[src/arf_pkg.sv]
// Purpose: Shared constants and types for the converter result formatter
// Assumes: AXI4-Lite, 32-bit data, one register per aligned word
// Notes: Offsets are byte addresses
package arf_pkg;
    localparam logic [7:0] OFF_INPUT_SELECT = 8'h00;
    localparam logic [7:0] OFF_RESULT_LOW = 8'h04;
    localparam logic [7:0] OFF_RESULT_HIGH = 8'h08;
    localparam logic [7:0] OFF_CONTROL = 8'h0C;
    localparam logic [7:0] OFF_IRQ_STATUS = 8'h10;
    localparam logic [7:0] OFF_IRQ_MASK = 8'h14;
    localparam logic [7:0] OFF_ACTIVE_CFG = 8'h18;
    localparam logic [7:0] INPUT_SELECT_RESET = 8'h00;
    localparam int REF_MSB = 7;
    localparam int REF_LSB = 6;
    localparam int LEFT_ALIGN_BIT = 5;
    localparam int CHAN_MSB = 4;
    localparam int CTRL_BUSY_BIT = 0;
    localparam int CTRL_DONE_BIT = 1;
    localparam int IRQ_DONE_BIT = 0;
    localparam logic [1:0] REF_EXTERNAL = 2'h0;
    localparam logic [1:0] REF_SUPPLY = 2'h1;
    localparam logic [1:0] REF_RESERVED = 2'h2;
    localparam logic [1:0] REF_INTERNAL = 2'h3;
    localparam logic [4:0] CHAN_SINGLE_LAST = 5'h07;
    localparam logic [4:0] CHAN_BANDGAP = 5'h1E;
    localparam logic [4:0] CHAN_GROUND = 5'h1F;
    localparam logic [9:0] SE_MIN_CODE = 10'h000;
    localparam logic [9:0] SE_MAX_CODE = 10'h3FF;
    localparam logic [9:0] DIFF_MOST_NEG = 10'h200;
    localparam logic [9:0] DIFF_MOST_POS = 10'h1FF;
    localparam logic [9:0] DIFF_MINUS_ONE = 10'h3FF;
    localparam int SIGN_BIT = 9;
    localparam logic [1:0] AXI_OKAY = 2'h0;
    localparam logic [1:0] AXI_SLVERR = 2'h2;

    typedef struct packed {
        logic [1:0] reference_select;
        logic left_align_result;
        logic [4:0] channel_gain_select;
    } arf_input_select_type;

    // Analog core handshake toward this block
    typedef struct packed {
        logic start;
        logic done;
        logic differential;
        logic [9:0] code;
    } arf_core_event_type;

    typedef enum logic [1:0] {
        ARF_IDLE = 2'b01,
        ARF_BUSY = 2'b10
    } arf_state_type;
endpackage

[src/arf_result_format.sv]
// Purpose: Input selection register and result formatting for a 10-bit converter
// Assumes: Analog core reports start, done, differential and a 10-bit code
// Notes: Registers over AXI4-Lite; one level interrupt on conversion done
// Behaviour
// After completion, the result appears through the low and high result registers.
// Single-ended results are unsigned 10-bit codes, 0x000 ground to 0x3FF top.
// Differential results are 10-bit two's complement, 0x200 to 0x1FF.
// Bit 9 of a differential result is the sign, one meaning negative.
// Positive full scale gives 0x1FF, zero gives zero, just below zero 0x3FF.
// Input select register: ref 7:6, left align 5, channel 4:0, reset zero.
// Reference codes: external pin, analog supply, reserved, internal 2.56V.
// Reference change during a conversion waits until that conversion completes.
// Left-align one gives left-adjusted result, zero gives right-adjusted.
// Alignment change affects the result view at once, even mid-conversion.
// Software should not toggle converter pins used as outputs while converting.
// Same pin on both differential inputs converts the residual offset.
// Right: high 1:0 = bits 9:8; left: high = 9:2, low 7:6 = 1:0.
// Channel codes 0-7 single-ended, 11110 bandgap, 11111 ground, others differential.
// Completion flag sets when the result registers hold the new value.
// Raw result kept; both views derived from it on read.
`timescale 1ns/1ns
module arf_result_format
    import arf_pkg::*;
(
    input wire logic clk,
    input wire logic rst,
    input wire logic [7:0] s_axi_awaddr,
    input wire logic s_axi_awvalid,
    output logic s_axi_awready,
    input wire logic [31:0] s_axi_wdata,
    input wire logic [3:0] s_axi_wstrb,
    input wire logic s_axi_wvalid,
    output logic s_axi_wready,
    output logic [1:0] s_axi_bresp,
    output logic s_axi_bvalid,
    input wire logic s_axi_bready,
    input wire logic [7:0] s_axi_araddr,
    input wire logic s_axi_arvalid,
    output logic s_axi_arready,
    output logic [31:0] s_axi_rdata,
    output logic [1:0] s_axi_rresp,
    output logic s_axi_rvalid,
    input wire logic s_axi_rready,
    input wire arf_pkg::arf_core_event_type core_event,
    output arf_pkg::arf_input_select_type active_select_q,
    output logic irq_q
);
    import arf_pkg::*;

    arf_input_select_type input_select_q;
    arf_state_type state_q;
    logic [9:0] raw_result_q;
    logic done_flag_q;
    logic irq_status_q;
    logic irq_mask_q;
    logic [7:0] aw_addr_q;
    logic aw_have_q;
    logic [31:0] w_data_q;
    logic w_strb0_q;
    logic w_have_q;
    logic wr_fire;
    logic wr_clear_done;
    logic [7:0] result_low;
    logic [7:0] result_high;
    logic [31:0] rd_data;
    logic rd_ok;

    // Write address and data are accepted independently, one of each at a time;
    // readies are flops, low from the take until the response is taken
    always_ff @(posedge clk or posedge rst) begin
        if (rst) begin
            s_axi_awready <= 1'b1;
        end else if (s_axi_awvalid && s_axi_awready) begin
            s_axi_awready <= 1'b0;
        end else if (s_axi_bvalid && s_axi_bready) begin
            s_axi_awready <= 1'b1;
        end
    end

    always_ff @(posedge clk or posedge rst) begin
        if (rst) begin
            s_axi_wready <= 1'b1;
        end else if (s_axi_wvalid && s_axi_wready) begin
            s_axi_wready <= 1'b0;
        end else if (s_axi_bvalid && s_axi_bready) begin
            s_axi_wready <= 1'b1;
        end
    end

    assign wr_fire = aw_have_q & w_have_q;
    assign wr_clear_done = wr_fire & w_strb0_q & (aw_addr_q == OFF_IRQ_STATUS) & w_data_q[IRQ_DONE_BIT];

    always_ff @(posedge clk or posedge rst) begin
        if (rst) begin
            aw_have_q <= 1'b0;
            aw_addr_q <= 8'h00;
        end else if (s_axi_awvalid && s_axi_awready) begin
            aw_have_q <= 1'b1;
            aw_addr_q <= s_axi_awaddr;
        end else if (wr_fire) begin
            aw_have_q <= 1'b0;
        end
    end

    always_ff @(posedge clk or posedge rst) begin
        if (rst) begin
            w_have_q <= 1'b0;
            w_data_q <= 32'h0000_0000;
            w_strb0_q <= 1'b0;
        end else if (s_axi_wvalid && s_axi_wready) begin
            w_have_q <= 1'b1;
            w_data_q <= s_axi_wdata;
            w_strb0_q <= s_axi_wstrb[0];
        end else if (wr_fire) begin
            w_have_q <= 1'b0;
        end
    end

    always_ff @(posedge clk or posedge rst) begin
        if (rst) begin
            s_axi_bvalid <= 1'b0;
            s_axi_bresp <= AXI_OKAY;
        end else if (wr_fire) begin
            s_axi_bvalid <= 1'b1;
            s_axi_bresp <= (aw_addr_q == OFF_INPUT_SELECT || aw_addr_q == OFF_IRQ_STATUS ||
                            aw_addr_q == OFF_IRQ_MASK) ? AXI_OKAY : AXI_SLVERR;
        end else if (s_axi_bready) begin
            s_axi_bvalid <= 1'b0;
        end
    end

    // All eight bits writable; reference values are not checked, reserved code is stored
    always_ff @(posedge clk or posedge rst) begin
        if (rst) begin
            input_select_q <= INPUT_SELECT_RESET;
        end else if (wr_fire && w_strb0_q && aw_addr_q == OFF_INPUT_SELECT) begin
            input_select_q <= w_data_q[7:0];
        end
    end

    always_ff @(posedge clk or posedge rst) begin
        if (rst) begin
            irq_mask_q <= 1'b0;
        end else if (wr_fire && w_strb0_q && aw_addr_q == OFF_IRQ_MASK) begin
            irq_mask_q <= w_data_q[IRQ_DONE_BIT];
        end
    end

    // Selection the analog core uses; frozen while converting, so a mid-conversion
    // write to reference or channel lands only at completion
    always_ff @(posedge clk or posedge rst) begin
        if (rst) begin
            state_q <= ARF_IDLE;
            active_select_q <= INPUT_SELECT_RESET;
        end else begin
            unique case (state_q)
                ARF_IDLE: begin
                    active_select_q <= input_select_q;
                    if (core_event.start) begin
                        state_q <= ARF_BUSY;
                    end
                end
                ARF_BUSY: begin
                    if (core_event.done) begin
                        state_q <= ARF_IDLE;
                        active_select_q <= input_select_q;
                    end
                end
            endcase
        end
    end

    // Raw code stored as delivered: unsigned single-ended, two's complement
    // differential; equal-pin pairs yield the offset code unchanged
    always_ff @(posedge clk or posedge rst) begin
        if (rst) begin
            raw_result_q <= SE_MIN_CODE;
        end else if (state_q == ARF_BUSY && core_event.done) begin
            raw_result_q <= core_event.code;
        end
    end

    // Flag rises with the same edge that loads the result; set beats clear
    always_ff @(posedge clk or posedge rst) begin
        if (rst) begin
            done_flag_q <= 1'b0;
            irq_status_q <= 1'b0;
        end else begin
            if (state_q == ARF_BUSY && core_event.done) begin
                done_flag_q <= 1'b1;
                irq_status_q <= 1'b1;
            end else if (wr_clear_done) begin
                done_flag_q <= 1'b0;
                irq_status_q <= 1'b0;
            end
        end
    end

    always_ff @(posedge clk or posedge rst) begin
        if (rst) begin
            irq_q <= 1'b0;
        end else begin
            irq_q <= irq_status_q & irq_mask_q;
        end
    end

    // Views follow the live align bit, not the frozen copy
    always_comb begin
        if (input_select_q.left_align_result) begin
            result_high = raw_result_q[9:2];
            result_low = {raw_result_q[1:0], 6'h00};
        end else begin
            result_high = {6'h00, raw_result_q[9:8]};
            result_low = raw_result_q[7:0];
        end
    end

    always_comb begin
        rd_ok = 1'b1;
        rd_data = 32'h0000_0000;
        unique case (s_axi_araddr)
            OFF_INPUT_SELECT: rd_data = {24'h00_0000, input_select_q};
            OFF_RESULT_LOW: rd_data = {24'h00_0000, result_low};
            OFF_RESULT_HIGH: rd_data = {24'h00_0000, result_high};
            OFF_CONTROL: rd_data = {30'h0000_0000, done_flag_q, state_q == ARF_BUSY};
            OFF_IRQ_STATUS: rd_data = {31'h0000_0000, irq_status_q};
            OFF_IRQ_MASK: rd_data = {31'h0000_0000, irq_mask_q};
            OFF_ACTIVE_CFG: rd_data = {24'h00_0000, active_select_q};
            default: rd_ok = 1'b0;
        endcase
    end

    // One read in flight; ready returns when the answer is taken
    always_ff @(posedge clk or posedge rst) begin
        if (rst) begin
            s_axi_arready <= 1'b1;
        end else if (s_axi_arvalid && s_axi_arready) begin
            s_axi_arready <= 1'b0;
        end else if (s_axi_rvalid && s_axi_rready) begin
            s_axi_arready <= 1'b1;
        end
    end

    always_ff @(posedge clk or posedge rst) begin
        if (rst) begin
            s_axi_rvalid <= 1'b0;
            s_axi_rdata <= 32'h0000_0000;
            s_axi_rresp <= AXI_OKAY;
        end else if (s_axi_arvalid && s_axi_arready) begin
            s_axi_rvalid <= 1'b1;
            s_axi_rdata <= rd_data;
            s_axi_rresp <= rd_ok ? AXI_OKAY : AXI_SLVERR;
        end else if (s_axi_rready) begin
            s_axi_rvalid <= 1'b0;
        end
    end

    a_ref_held_busy: assert property (@(posedge clk) disable iff (rst)
        (state_q == ARF_BUSY && !core_event.done) |=>
        active_select_q.reference_select == $past(active_select_q.reference_select))
        else $error("reference changed during a conversion");

    a_select_follows: assert property (@(posedge clk) disable iff (rst)
        state_q == ARF_IDLE |=> active_select_q == $past(input_select_q))
        else $error("selection not tracking while idle");

    a_done_loads: assert property (@(posedge clk) disable iff (rst)
        (state_q == ARF_BUSY && core_event.done) |=>
        done_flag_q && raw_result_q == $past(core_event.code))
        else $error("flag or result not loaded on completion");

    a_flag_clear: assert property (@(posedge clk) disable iff (rst)
        (wr_clear_done && !(state_q == ARF_BUSY && core_event.done)) |=> !done_flag_q && !irq_status_q)
        else $error("write one did not clear the flag");

    a_right_view: assert property (@(posedge clk) disable iff (rst)
        !input_select_q.left_align_result |->
        result_high == {6'h00, raw_result_q[9:8]} && result_low == raw_result_q[7:0])
        else $error("right adjusted view wrong");

    a_left_view: assert property (@(posedge clk) disable iff (rst)
        input_select_q.left_align_result |->
        result_high == raw_result_q[9:2] && result_high[7] == raw_result_q[SIGN_BIT] &&
        result_low == {raw_result_q[1:0], 6'h00})
        else $error("left adjusted view wrong");

    a_select_reset: assert property (@(posedge clk)
        $fell(rst) |-> input_select_q == INPUT_SELECT_RESET)
        else $error("select register not zero after reset");

    a_write_refused: assert property (@(posedge clk) disable iff (rst)
        s_axi_bvalid |-> !s_axi_awready && !s_axi_wready)
        else $error("write taken while a response is pending");

    a_set_wins: assert property (@(posedge clk) disable iff (rst)
        (state_q == ARF_BUSY && core_event.done && wr_clear_done) |=> irq_status_q)
        else $error("clear beat completion event");

    a_irq_level: assert property (@(posedge clk) disable iff (rst)
        (irq_status_q && irq_mask_q) |=> irq_q)
        else $error("interrupt did not follow status");

    a_read_answer: assert property (@(posedge clk) disable iff (rst)
        (s_axi_arvalid && s_axi_arready) |=>
        s_axi_rvalid && s_axi_rresp == ($past(rd_ok) ? AXI_OKAY : AXI_SLVERR))
        else $error("read answer missing");
endmodule

[config.mk]
export PLATFORM = sky130hd
export DESIGN_NAME = arf_result_format
export DESIGN_NICKNAME = d
export VERILOG_FILES = /design/src/arf_pkg.sv /design/src/arf_result_format.sv
export SDC_FILE = /design/constraint.sdc
export NUM_CORES = 1
export LEC_CHECK = 0
export BUFFER_PORTS_ARGS = -buffer_cell sky130_fd_sc_hd__clkbuf_2
export CORE_MARGIN = 1.5
export CORE_UTILIZATION = 53
export DETAILED_ROUTE_END_ITERATION = 8
export GPL_ROUTABILITY_DRIVEN = 0
export PLACE_DENSITY = 0.86
export RECOVER_POWER = 50
export SLEW_MARGIN = 40
export SYNTH_ARGS = -nofsm -noshare
export SYNTH_HDL_FRONTEND = slang
export SYNTH_SLANG_ARGS = --single-unit
export TNS_END_PERCENT = 10
[constraint.sdc]
create_clock -name clk -period 4.1 [get_ports clk]
set_input_delay 0.82 -clock clk [delete_from_list [all_inputs] [get_ports clk]]
set_output_delay 0.82 -clock clk [all_outputs]
set_load 0.02 [all_outputs]
==> key figures, run 1 <==
CTS
  • CTS Hold Buffers Added: 0
  • Buffers from clock root to sink, at most: 2
  • Clock tree from TritonCTS: built
  • Clock slew seen by the registers of the worst setup and hold paths: ~70 ps
  • Clock insertion delay at the later pin of the skew report: 340 ps
  • Clock root buffer master: clkbuf_8
  • Post-CTS setup-driven buffer insertion count: 0
  • Total CTS buffers: 9
  • # resized after CTS: 0
  • Level count of the clock H-tree: 3
  • Sink Count: between 60 and 70

Outcome
  • Outcome: finished, violations left
  • Failing checks: max-capacitance violations, max-slew violations

Yosys
  • Primary flip-flop cell chosen by synthesis mapping: dfrtp_1
  • Portion of the post-synthesis area used by sequential elements: between 50% and 60%
  • Top cell type by total area after synthesis: dfrtp_1
  • Main area contributors after synthesis: dfrtp_1 (49%), mux2_2 (15%), buf_4 (6.4%)
  • Mean area per synthesized cell: roughly 12 um^2
  • Synth Cell Area: between 3000 and 4000 um^2
  • Synthesis-stage register bit count: 65
  • Number of unique standard cell types used by synthesis: 46
  • Top-area cell type share of the netlist area: slightly below 50%
  • Leading cell type by number of instances after synthesis: dfrtp_1
  • Gate Count Post-Synth: 260
  • List of most frequent post-synthesis cells: dfrtp_1 (61), mux2_2 (43), buf_4 (27)
  • Number of enable-type register cells in the synthesized netlist: 0
  • Synthesis warning total: 0
  • Async SR Flop Fraction: 100%

Global routing
  • Congestion Overflow GR: 0
  • First-pass GRT wire length: 10300 um
  • GRT Total Usage: between 20% and 30%
  • Largest net degree at the start of global routing: 44
  • Via count of the first global-routing pass: 2140
  • Initial antenna violation count: 0

Floorplan
  • Die footprint: approximately 6400 um^2
  • Die span in y: approximately 80 um
  • Number of rows in the core area: 27
  • Initial cell density of the core: between 50% and 60%
  • Core Footprint: 5610 um^2
  • X dimension of the die: between 80 and 90 um
  • Io pins: 122

Power
  • Worst vdd ir: between 0.2 and 0.3 mV
  • Leakage component of the power: 1.73 nW
  • Power density relative to cell area: between 500 and 600 nW/um^2
  • Total design power: 1.81 mW

Placed design
  • Post-placement cell count: just under 400
  • Placed inst area: approximately 3400 um^2
  • Pre-CTS worst setup slack: ~1900 ps
  • Half-perimeter wire length of the detailed placement result: ~4600 um
  • Number of buffers added on ports: 67

Job
  • Max-cap violations: 1

Cells and area
  • Count of nets after finishing: 402
  • Number of fill cells in the layout: around 460
  • Post-layout util: between 60% and 70%
  • Final cell area excluding filler cells: 3560 um^2
  • Number of cells in the finished layout apart from fillers: roughly 410
  • Ratio of cells with drive above 1 in the final layout: between 40% and 50%
  • Area growth from synthesis to layout: 13.2%
  • Antenna cells: 0

Critical path
  • Slowest library cell on the worst path: clkinvlp_2
  • Class of the most critical setup path: in2async
  • Top Family by Delay on Critical Path: buffers and inverters
  • Critical path arrival: 2460 ps
  • Critical Path Start Type: input pin
  • Highest net fanout along the worst path: 43
  • Element type at the critical path end: asynchronous set/reset pin
  • Count of cells along the worst register-to-register path: 4
  • Required time of the worst setup path: around 4600 ps
  • Critical Path, Cell by Cell: clkbuf_2 -> clkinvlp_2 -> buf_4
  • Total number of cells along the worst setup path: 3
  • CP Buf/Inv Count: 3
  • Longest individual stage delay on the worst path: approximately 1100 ps

STA
  • Post-layout minimum cycle time: around 2000 ps
  • Slew of the pin with the lowest slew margin: around 1900 ps
  • Setup TNS: 0 ps
  • Maximum achievable frequency: ~500 MHz
  • Final Max Slew Viols: 44
  • Smallest setup slack after layout: ~2100 ps
  • Setup repair after global routing missed its margin: false
  • Count of final setup violators: 0
  • Number of hold violations in the final report: 0
  • Max-slew headroom at the worst pin: -26.3%
  • Largest clock skew in the final design: 5.43 ps
  • Minimum hold slack: 488 ps
  • Final cycle utilization of the critical path: slightly below 50%

Worst hold path
  • HP Class: reg2reg
  • Cell count of the worst hold path: 2

Routing
  • Average via count per standard cell: 5.36
  • First DRT Iteration DRCs: about 140
  • Detail Route Antenna Nets: 0
  • Routed vias: about 2200
  • DR WL/cell: 15.3 um
  • DRC errors left: 0
  • Total wire length after detailed routing: a little over 6000 um
  • Number of iterations in the first detailed-routing pass: 4
-- cell type report --
class / instances / area [um^2] / area share (%)
clock buffer: 9 / 124 / 3.48
tap: 72 / 90.1 / 2.53
inverter: 8 / 31.3 / 0.878
clock inverter: 7 / 37.5 / 1.05
sequential: 65 / 1630 / 45.8
timing repair buffer: 68 / 340 / 9.56
multi-input combinational: 178 / 1310 / 36.7
-- tightest hold or removal path: cells and delay by family (launching register included) --
kind	cells	cell delay, ps
simple gates	2	120
flops	1	340
-- placed cells by master, fill, tap and decap left out, drive strengths merged, types with 3 or more instances in the layout --
cell type / instances
clkbuf: 76
dfrtp: 61
mux2: 44
conb: 26
nand2: 20
o21ai: 12
nor2: 9
inv: 7
mux2i: 7
a21oi: 6
clkinv: 6
and2: 6
nand2b: 5
nand3: 5
and3: 5
dfstp: 4
nor3: 4
a22o: 3
a221o: 3
a32oi: 3
-- logic make-up after synthesis --
| family | Yosys count | synth area share, % |
|---|---|---|
| buf+inv | 42 | 9.03 |
| other cells | 1 | 0.119 |
| flops | 65 | 51.9 |
| compound gates | 36 | 7.72 |
| simple gates | 64 | 12.6 |
| mux | 52 | 18.7 |
-- path summary, 6_finish.rpt --
kind,slack (ps),startpoint,end
min in group asynchronous,940,rst,s_axi_rvalid
max,2090,rst,state_q[0]
min,490,s_axi_rdata[7],s_axi_rdata[7]
max in group clk,2130,aw_addr_q[6],input_select_q[4]
min reg2reg,490,s_axi_rdata[7],s_axi_rdata[7]
max reg2reg,2130,aw_addr_q[6],input_select_q[4]
-- metal layers --
layer	wire length (um)	track usage, %	share of wire (%)
met5	0	0	0
met4	172	13.1	2.8
met3	441	5.83	7.1
met2	2820	31.2	45
met1	2780	29.8	45
-- power by group --
part | internal (mW) | switching, mW | leakage [nW]
combinational | 0.199 | 0.198 | 0.818
sequential | 0.819 | 0.137 | 0.821
clock | 0.212 | 0.242 | 0.0883
total | 1.23 | 0.577 | 1.73
-- state kept, by name (all words and copies together), names as in the netlist, 2 cells and up --
name / count
aw_addr_q: 8
s_axi_rdata: 8
state_q: 2
input_select_q: 8
raw_result_q: 10
active_select_q: 8
w_data_q: 8
Power figures use the tool's default switching activity.
==> inputs of run 2 (changes only) <==
--- a/config.mk
+++ b/config.mk
@@ -5,12 +5,13 @@
 export SDC_FILE = /design/constraint.sdc
 export NUM_CORES = 1
 export LEC_CHECK = 0
+export ABC_AREA = 1
 export BUFFER_PORTS_ARGS = -buffer_cell sky130_fd_sc_hd__clkbuf_2
 export CORE_MARGIN = 1.5
-export CORE_UTILIZATION = 53
+export CORE_UTILIZATION = 49
 export DETAILED_ROUTE_END_ITERATION = 8
 export GPL_ROUTABILITY_DRIVEN = 0
-export PLACE_DENSITY = 0.86
+export PLACE_DENSITY = 0.8
 export RECOVER_POWER = 50
 export SLEW_MARGIN = 40
 export SYNTH_ARGS = -nofsm -noshare
==> constraint.sdc (replaced) <==
create_clock -name clk -period 2.1 [get_ports clk]
set_input_delay 0.42 -clock clk [delete_from_list [all_inputs] [get_ports clk]]
set_output_delay 0.42 -clock clk [all_outputs]
set_load 0.02 [all_outputs]
==> key figures, run 2 <==
Power
  • Leakage component of the power: 2.02 nW (+17%)
  • Worst vdd ir: 0.589 mV (+130%)
  • Power density relative to cell area: 1030 nW/um^2 (+100%)

Routing
  • First DRT Iteration DRCs: 165 (+22%)
  • Routed vias: 2553 (+17%)
  • Average via count per standard cell: 4.90 (-8.5%)
  • Number of iterations in the first detailed-routing pass: 6 (+2)
  • Detail Route Antenna Nets: 0 (unchanged)
  • DRC errors left: 10 (+10)
  • DR WL/cell: 11.9 um (-22%)
  • Total wire length after detailed routing: 6210 um (about the same)

STA
  • Final cycle utilization of the critical path: 72.7%
  • Count of final setup violators: 0 (unchanged)
  • Post-layout minimum cycle time: 1530 ps
  • Smallest setup slack after layout: 573 ps (-1520 ps)
  • Minimum hold slack: 294 ps (-194 ps)
  • Largest clock skew in the final design: 12.1 ps (+6.67 ps)
  • Slew of the pin with the lowest slew margin: 1540 ps (-347 ps)
  • Final Max Slew Viols: 66 (+50%)
  • Maximum achievable frequency: 655 MHz
  • Setup TNS: 0 ps (unchanged)
  • Max-slew headroom at the worst pin: -2.42% (+24 points)
  • Setup repair after global routing missed its margin: false
  • Number of hold violations in the final report: 0 (unchanged)

Cells and area
  • Commonest cells after routing, fill and taps aside: nand2_1 (88), clkbuf_2 (68), dfrtp_1 (61)
  • Ratio of cells with drive above 1 in the final layout: 27.7% (-14 points)
  • Register containing the most flip-flops in the final layout: raw_result_q
  • Most common library cell in the layout ignoring fill and taps: nand2_1
  • Number of cells in the finished layout apart from fillers: 521 (+28%)
  • Area growth from synthesis to layout: 13.7%
  • Post-layout util: 58.2% (-5.3 points)
  • Number of flip-flops under the largest register name: 10 (unchanged)
  • Antenna cells: 0 (unchanged)
  • Count of nets after finishing: 511 (+27%)

Critical path
  • Count of cells along the worst register-to-register path: 7 (+3)
  • R2R Setup Slk: 570 ps (-1560 ps)
  • Crit path to: s_axi_rdata[7]
  • CP Buf/Inv Count: 1 (-2)
  • Required time of the worst setup path: 2330 ps (-2220 ps)
  • Critical Path, Cell by Cell: inv_2 -> nand2_1 -> nand2_1 -> nand3_1 -> o21ai_0 -> o21ai_0 -> nand2_1
  • Highest net fanout along the worst path: 14 (-67%)
  • Worst path most repeated cell: nand2_1
  • Element type at the critical path end: flop
  • Class of the most critical setup path: reg2reg
  • Critical Path Start Type: flop
  • Total number of cells along the worst setup path: 7 (+4)
  • R2r startpoint: input_select_q[5]
  • Critical path arrival: 1760 ps (-700 ps)
  • First element of the critical path: input_select_q[5]
  • Slowest library cell on the worst path: dfrtp_1
  • Endpoint of the most critical register-to-register path: s_axi_rdata[7]
  • Longest individual stage delay on the worst path: 590 ps (-480 ps)
  • Top Family by Delay on Critical Path: flip-flops

Yosys
  • Synthesis warning total: 0 (unchanged)
  • Top cell type by total area after synthesis: dfrtp_1
  • Gate Count Post-Synth: 369 (+42%)
  • Main area contributors after synthesis: dfrtp_1 (46%), nand2_1 (9.9%), mux2_2 (6.5%)
  • Number of unique standard cell types used by synthesis: 31 (-33%)
  • Portion of the post-synthesis area used by sequential elements: 49.7% (-2.2 points)
  • Synth Cell Area: 3290 um^2 (+4.5%)
  • List of most frequent post-synthesis cells: nand2_1 (87), dfrtp_1 (61), inv_1 (36)
  • Synthesis-stage register bit count: 65 (unchanged)
  • Leading cell type by number of instances after synthesis: nand2_1
  • Number of enable-type register cells in the synthesized netlist: 0 (unchanged)
  • Mean area per synthesized cell: 8.90 um^2 (-26%)
  • Primary flip-flop cell chosen by synthesis mapping: dfrtp_1
  • Async SR Flop Fraction: 100% (unchanged)
  • Top-area cell type share of the netlist area: 46.5% (-2.1 points)

CTS
  • Total CTS buffers: 9 (unchanged)
  • Clock root buffer master: clkbuf_8
  • Clock tree from TritonCTS: built
  • Level count of the clock H-tree: 3 (unchanged)
  • Sink Count: 65 (unchanged)
  • Buffers from clock root to sink, at most: 2 (unchanged)
  • CTS Hold Buffers Added: 0 (unchanged)
  • Clock insertion delay at the later pin of the skew report: 350 ps (about the same)
  • Clock slew seen by the registers of the worst setup and hold paths: 80 ps (about the same)
  • Post-CTS setup-driven buffer insertion count: 0 (unchanged)
  • # resized after CTS: 0 (unchanged)

Placed design
  • Half-perimeter wire length of the detailed placement result: 4610 um (+0.41%)
  • Post-placement cell count: 505 (+29%)
  • Number of buffers added on ports: 67 (unchanged)
  • Pre-CTS worst setup slack: 498 ps (-1390 ps)

Floorplan
  • Io pins: 122 (unchanged)
  • Initial cell density of the core: 51.2% (-4.9 points)
  • Core Footprint: 6420 um^2 (+15%)
  • Number of rows in the core area: 29 (+7.4%)
  • Die span in y: 84.9 um (+6.1%)
  • X dimension of the die: 84.9 um (+6.1%)
  • Die footprint: 7210 um^2 (+12%)

Global routing
  • Via count of the first global-routing pass: 2370 (+11%)
  • First-pass GRT wire length: 10500 um (+2.0%)
  • Congestion Overflow GR: 0 (unchanged)
  • Initial antenna violation count: 0 (unchanged)
  • Largest net degree at the start of global routing: 66 (+50%)
  • GRT Total Usage: 18.9% (-3.0 points)

Worst hold path
  • HP Class: in2reg

Job
  • Max-cap violations: 1 (unchanged)

Outcome
  • Outcome: finished, violations left
  • Failing checks: design-rule violations, max-capacitance violations, max-slew violations
run 2: final cells by class:
| type | count | area (um^2) |
|---|---|---|
| fill | 596 | 2690 |
| sequential | 65 | 1630 |
| multi-input combinational | 253 | 1310 |
| timing repair buffer | 69 | 348 |
| inverter | 41 | 156 |
| clock buffer | 10 | 128 |
| tap | 77 | 96.3 |
| clock inverter | 6 | 66.3 |
run 2: how the worst min path moves through the flow:
| stage | cells after the start | to | start |
|---|---|---|---|
| after global routing | 2 | aw_addr_q[3] | s_axi_awaddr[3] |
| final | 2 | s_axi_bvalid | s_axi_bready |
| after global placement | 2 | s_axi_rdata[5] | s_axi_rdata[5] |
| after CTS | 3 | aw_addr_q[5] | rst |
| after detailed placement | 2 | s_axi_rdata[7] | s_axi_rdata[7] |
| after floorplan | 2 | input_select_q[2] | input_select_q[2] |
run 2: logic make-up (layout without fill, tap and decap cells):
family / after synthesis / count (layout) / share of synthesized area (%)
compound gates: 42 / 42 / 7.05
buf+inv: 76 / 126 / 12.8
simple gates: 166 / 166 / 23.9
other cells: 1 / 26 / 0.114
flops: 65 / 65 / 49.7
mux: 19 / 19 / 6.51
run 2: per-layer routing:
layer / routed length, um / GRT usage [%] / up-vias
li1: - / - / 1267
met1: 2630 / 23.0 / 1170
met2: 3010 / 30.5 / 97
met3: 380 / 6.23 / 19
met4: 187 / 8.94 / 0
met5: 0 / 0 / -
run 2: per-stage QoR:
stage | total power, mW | area (um^2)
floorplan | 2.62 | 3380
global placement | 2.80 | 3570
detailed placement | 2.86 | 3570
CTS | 3.92 | 3770
global route | 4.09 | 3740
finish | 3.84 | 3740
run 2: report_power, final:
group          internal [mW]  total [mW]  leakage [nW]  switching [mW]
clock network          0.549        1.04        0.0889           0.486
registers               1.61        1.83         0.796           0.218
logic                  0.367       0.970          1.14           0.603
total                   2.53        3.84          2.02            1.31
run 2: worst register-to-register path, stage by stage (launching register included):
cell and delay, ps:
dfrtp_1 590, inv_2 190, nand2_1 110, nand2_1 50, nand3_1 70, o21ai_0 130
o21ai_0 210, nand2_1 70
==> inputs of run 3 (changes only) <==
--- a/config.mk
+++ b/config.mk
@@ -5,7 +5,7 @@
 export SDC_FILE = /design/constraint.sdc
 export NUM_CORES = 1
 export LEC_CHECK = 0
-export ABC_AREA = 1
+export ABC_AREA = 0
 export BUFFER_PORTS_ARGS = -buffer_cell sky130_fd_sc_hd__clkbuf_2
 export CORE_MARGIN = 1.5
 export CORE_UTILIZATION = 49
==> constraint.sdc (replaced) <==
create_clock -name clk -period 1.42 [get_ports clk]
set_input_delay 0.284 -clock clk [delete_from_list [all_inputs] [get_ports clk]]
set_output_delay 0.284 -clock clk [all_outputs]
set_load 0.02 [all_outputs]
==> key figures, run 3 (synthesis results as in run 1) <==
Outcome
  • Outcome: finished, violations left
  • Failing checks: negative setup slack

Floorplan
  • X dimension of the die: 83.1 um (-2.1%)
  • Initial cell density of the core: 50.1% (-1.0 points)
  • Die footprint: 6910 um^2 (-4.1%)
  • Core Footprint: 6280 um^2 (-2.3%)
  • Die span in y: 83.1 um (-2.1%)
  • Io pins: 122 (unchanged)
  • Number of rows in the core area: 29 (unchanged)

Global routing
  • Initial antenna violation count: 0 (unchanged)
  • Congestion Overflow GR: 0 (unchanged)
  • First-pass GRT wire length: 10700 um (+1.7%)
  • Via count of the first global-routing pass: 2263 (-4.5%)
  • GRT Total Usage: 19.8% (+0.88 points)
  • Largest net degree at the start of global routing: 20 (-70%)

STA
  • Slew of the pin with the lowest slew margin: 752 ps (-784 ps)
  • Smallest setup slack after layout: -204 ps (-777 ps)
  • Number of hold violations in the final report: 0 (unchanged)
  • Largest clock skew in the final design: 9.31 ps (-2.80 ps)
  • Setup repair after global routing missed its margin: true
  • Count of final setup violators: 21 (+21)
  • Setup TNS: -3060 ps (-3060 ps)
  • Final cycle utilization of the critical path: 114% (+42 points)
  • Post-layout minimum cycle time: 1620 ps (+97.2 ps)
  • Minimum hold slack: 103 ps (-192 ps)
  • Max-slew headroom at the worst pin: 49.6% (+52 points)
  • Final Max Slew Viols: 0 (-100%)
  • Maximum achievable frequency: 616 MHz (-6.0%)

Power
  • Logic gate share of total power: 22.0% (-3.3 points)
  • Part of the power in registers: 45.7% (-2.0 points)
  • Power density relative to cell area: 1530 nW/um^2 (+49%)
  • Leakage component of the power: 1.91 nW (-5.6%)
  • Switching power as a share of total power: 28.9% (-5.1 points)
  • Switching power total: 1.74 mW (+33%)
  • Worst vdd ir: 0.761 mV (+29%)
  • Total design power: 6.01 mW (+57%)
  • Internal power summed over all cells: 4.27 mW (+69%)
  • Relative contribution of the clock network to total power: 32.3% (+5.3 points)

Critical path
  • Required time of the worst setup path: 1640 ps (-690 ps)
  • R2r startpoint: aw_addr_q[6]
  • CP Buf/Inv Count: 1 (unchanged)
  • Slowest library cell on the worst path: dfrtp_1
  • Top Family by Delay on Critical Path: simple AND/OR/NAND/NOR gates
  • First element of the critical path: aw_addr_q[6]
  • Critical Path Start Type: flop
  • Element type at the critical path end: flop
  • Class of the most critical setup path: reg2reg
  • Highest net fanout along the worst path: 8 (-6)
  • Endpoint of the most critical register-to-register path: input_select_q[0]
  • Critical path arrival: 1850 ps (+90 ps)
  • R2R Setup Slk: -200 ps (-780 ps)
  • Critical Path, Cell by Cell: nor4_4 -> nand3_2 -> nor3_4 -> buf_12 -> mux2_2
  • Count of cells along the worst register-to-register path: 5 (-2)
  • Longest individual stage delay on the worst path: 400 ps (-190 ps)
  • Total number of cells along the worst setup path: 5 (-2)

Routing
  • Detail Route Antenna Nets: 0 (unchanged)
  • Total wire length after detailed routing: 6460 um (+4.0%)
  • Average via count per standard cell: 5.19 (+5.9%)
  • First DRT Iteration DRCs: 88 (-47%)
  • Routed vias: 2284 (-11%)
  • Number of iterations in the first detailed-routing pass: 4 (-2)
  • DRC errors left: 0 (-10)
  • DR WL/cell: 14.7 um (+23%)

Job
  • Max-cap violations: 0 (-1)

CTS
  • Clock root buffer master: clkbuf_8
  • Buffers from clock root to sink, at most: 2 (unchanged)
  • Clock insertion delay at the later pin of the skew report: 340 ps (about the same)
  • Total CTS buffers: 9 (unchanged)
  • Post-CTS setup-driven buffer insertion count: 0 (unchanged)
  • Clock slew seen by the registers of the worst setup and hold paths: 70 ps (about the same)
  • Sink Count: 65 (unchanged)
  • Level count of the clock H-tree: 3 (unchanged)
  • Clock tree from TritonCTS: built

Worst hold path
  • Hold-critical path endpoint: s_axi_wready
  • Hold path startpoint: s_axi_wvalid
  • HP Class: in2reg
  • Cell count of the worst hold path: 2 (unchanged)

Cells and area
  • Area growth from synthesis to layout: 25.0%
  • Number of fill cells in the layout: 516 (-13%)
  • Commonest cells after routing, fill and taps aside: clkbuf_2 (66), dfrtp_1 (60), mux2_2 (42)
  • Number of cells in the finished layout apart from fillers: 440 (-16%)
  • Number of flip-flops under the largest register name: 10 (unchanged)
  • Count of nets after finishing: 430 (-16%)
  • Final cell area excluding filler cells: 3930 um^2 (+5.3%)
  • Post-layout util: 62.6% (+4.5 points)
  • Footprint of the multi-input gates: 1350 um^2 (+2.9%)
  • Ratio of cells with drive above 1 in the final layout: 46.8% (+19 points)
  • Register containing the most flip-flops in the final layout: raw_result_q
  • Total area of sequential cells: 1630 um^2 (about the same)
  • Most common library cell in the layout ignoring fill and taps: clkbuf_2
  • Antenna cells: 0 (unchanged)

Placed design
  • Half-perimeter wire length of the detailed placement result: 4870 um (+5.6%)
  • Post-placement cell count: 423 (-16%)
  • Pre-CTS worst setup slack: -217 ps (-715 ps)
  • Placed inst area: 3670 um^2 (+2.6%)
  • Number of buffers added on ports: 67 (unchanged)
==> run 3: power by group through the flow <==
| stage | Sequential, mW | Combinational (mW) | Clock (mW) |
|---|---|---|---|
| floorplan | 2.77 | 0.868 | 0 |
| global placement | 2.74 | 1.28 | 0 |
| detailed placement | 2.77 | 1.33 | 0 |
| CTS | 2.75 | 1.37 | 1.98 |
| global route | 2.82 | 1.45 | 2.05 |
| finish | 2.75 | 1.32 | 1.94 |
==> run 3: worst register-to-register path, cell delays in order, from the launching register on <==
cell and delay [ps]:
dfrtp_1 400, nor4_4 320, nand3_2 140, nor3_4 160, buf_12 150, mux2_2 320
==> run 3: what timing repair did <==
action | in CTS | in global routing
gates cloned | 0 | 0
setup endpoints to repair | 12 | 15
pin swaps | 2 | 2
hold buffers | 1 | 0
resized for setup | 6 | 3
endpoints found under the hold margin | 14 | 0
==> run 3: cell type report <==
type,instances,area share (%)
timing repair buffer,96,14.5
clock inverter,6,2.93
sequential,65,41.5
clock buffer,10,3.50
multi-input combinational,178,34.3
inverter,8,0.795
tap,77,2.45
==> run 3: layer usage <==
metal | vias to the layer above | global-route usage, % | wire length [um]
met5 | - | 0 | 0
met4 | 0 | 10.0 | 136
met3 | 13 | 4.47 | 363
met2 | 78 | 30.7 | 3100
met1 | 1120 | 26.2 | 2860
li1 | 1073 | - | -
==> run 3: how the worst max path moves through the flow <==
| stage | to | slack, ps |
|---|---|---|
| after floorplan | input_select_q[0] | -170 |
| after global placement | input_select_q[5] | -210 |
| after detailed placement | input_select_q[1] | -220 |
| after CTS | input_select_q[3] | -220 |
| after global routing | input_select_q[7] | -290 |
| final | input_select_q[0] | -200 |
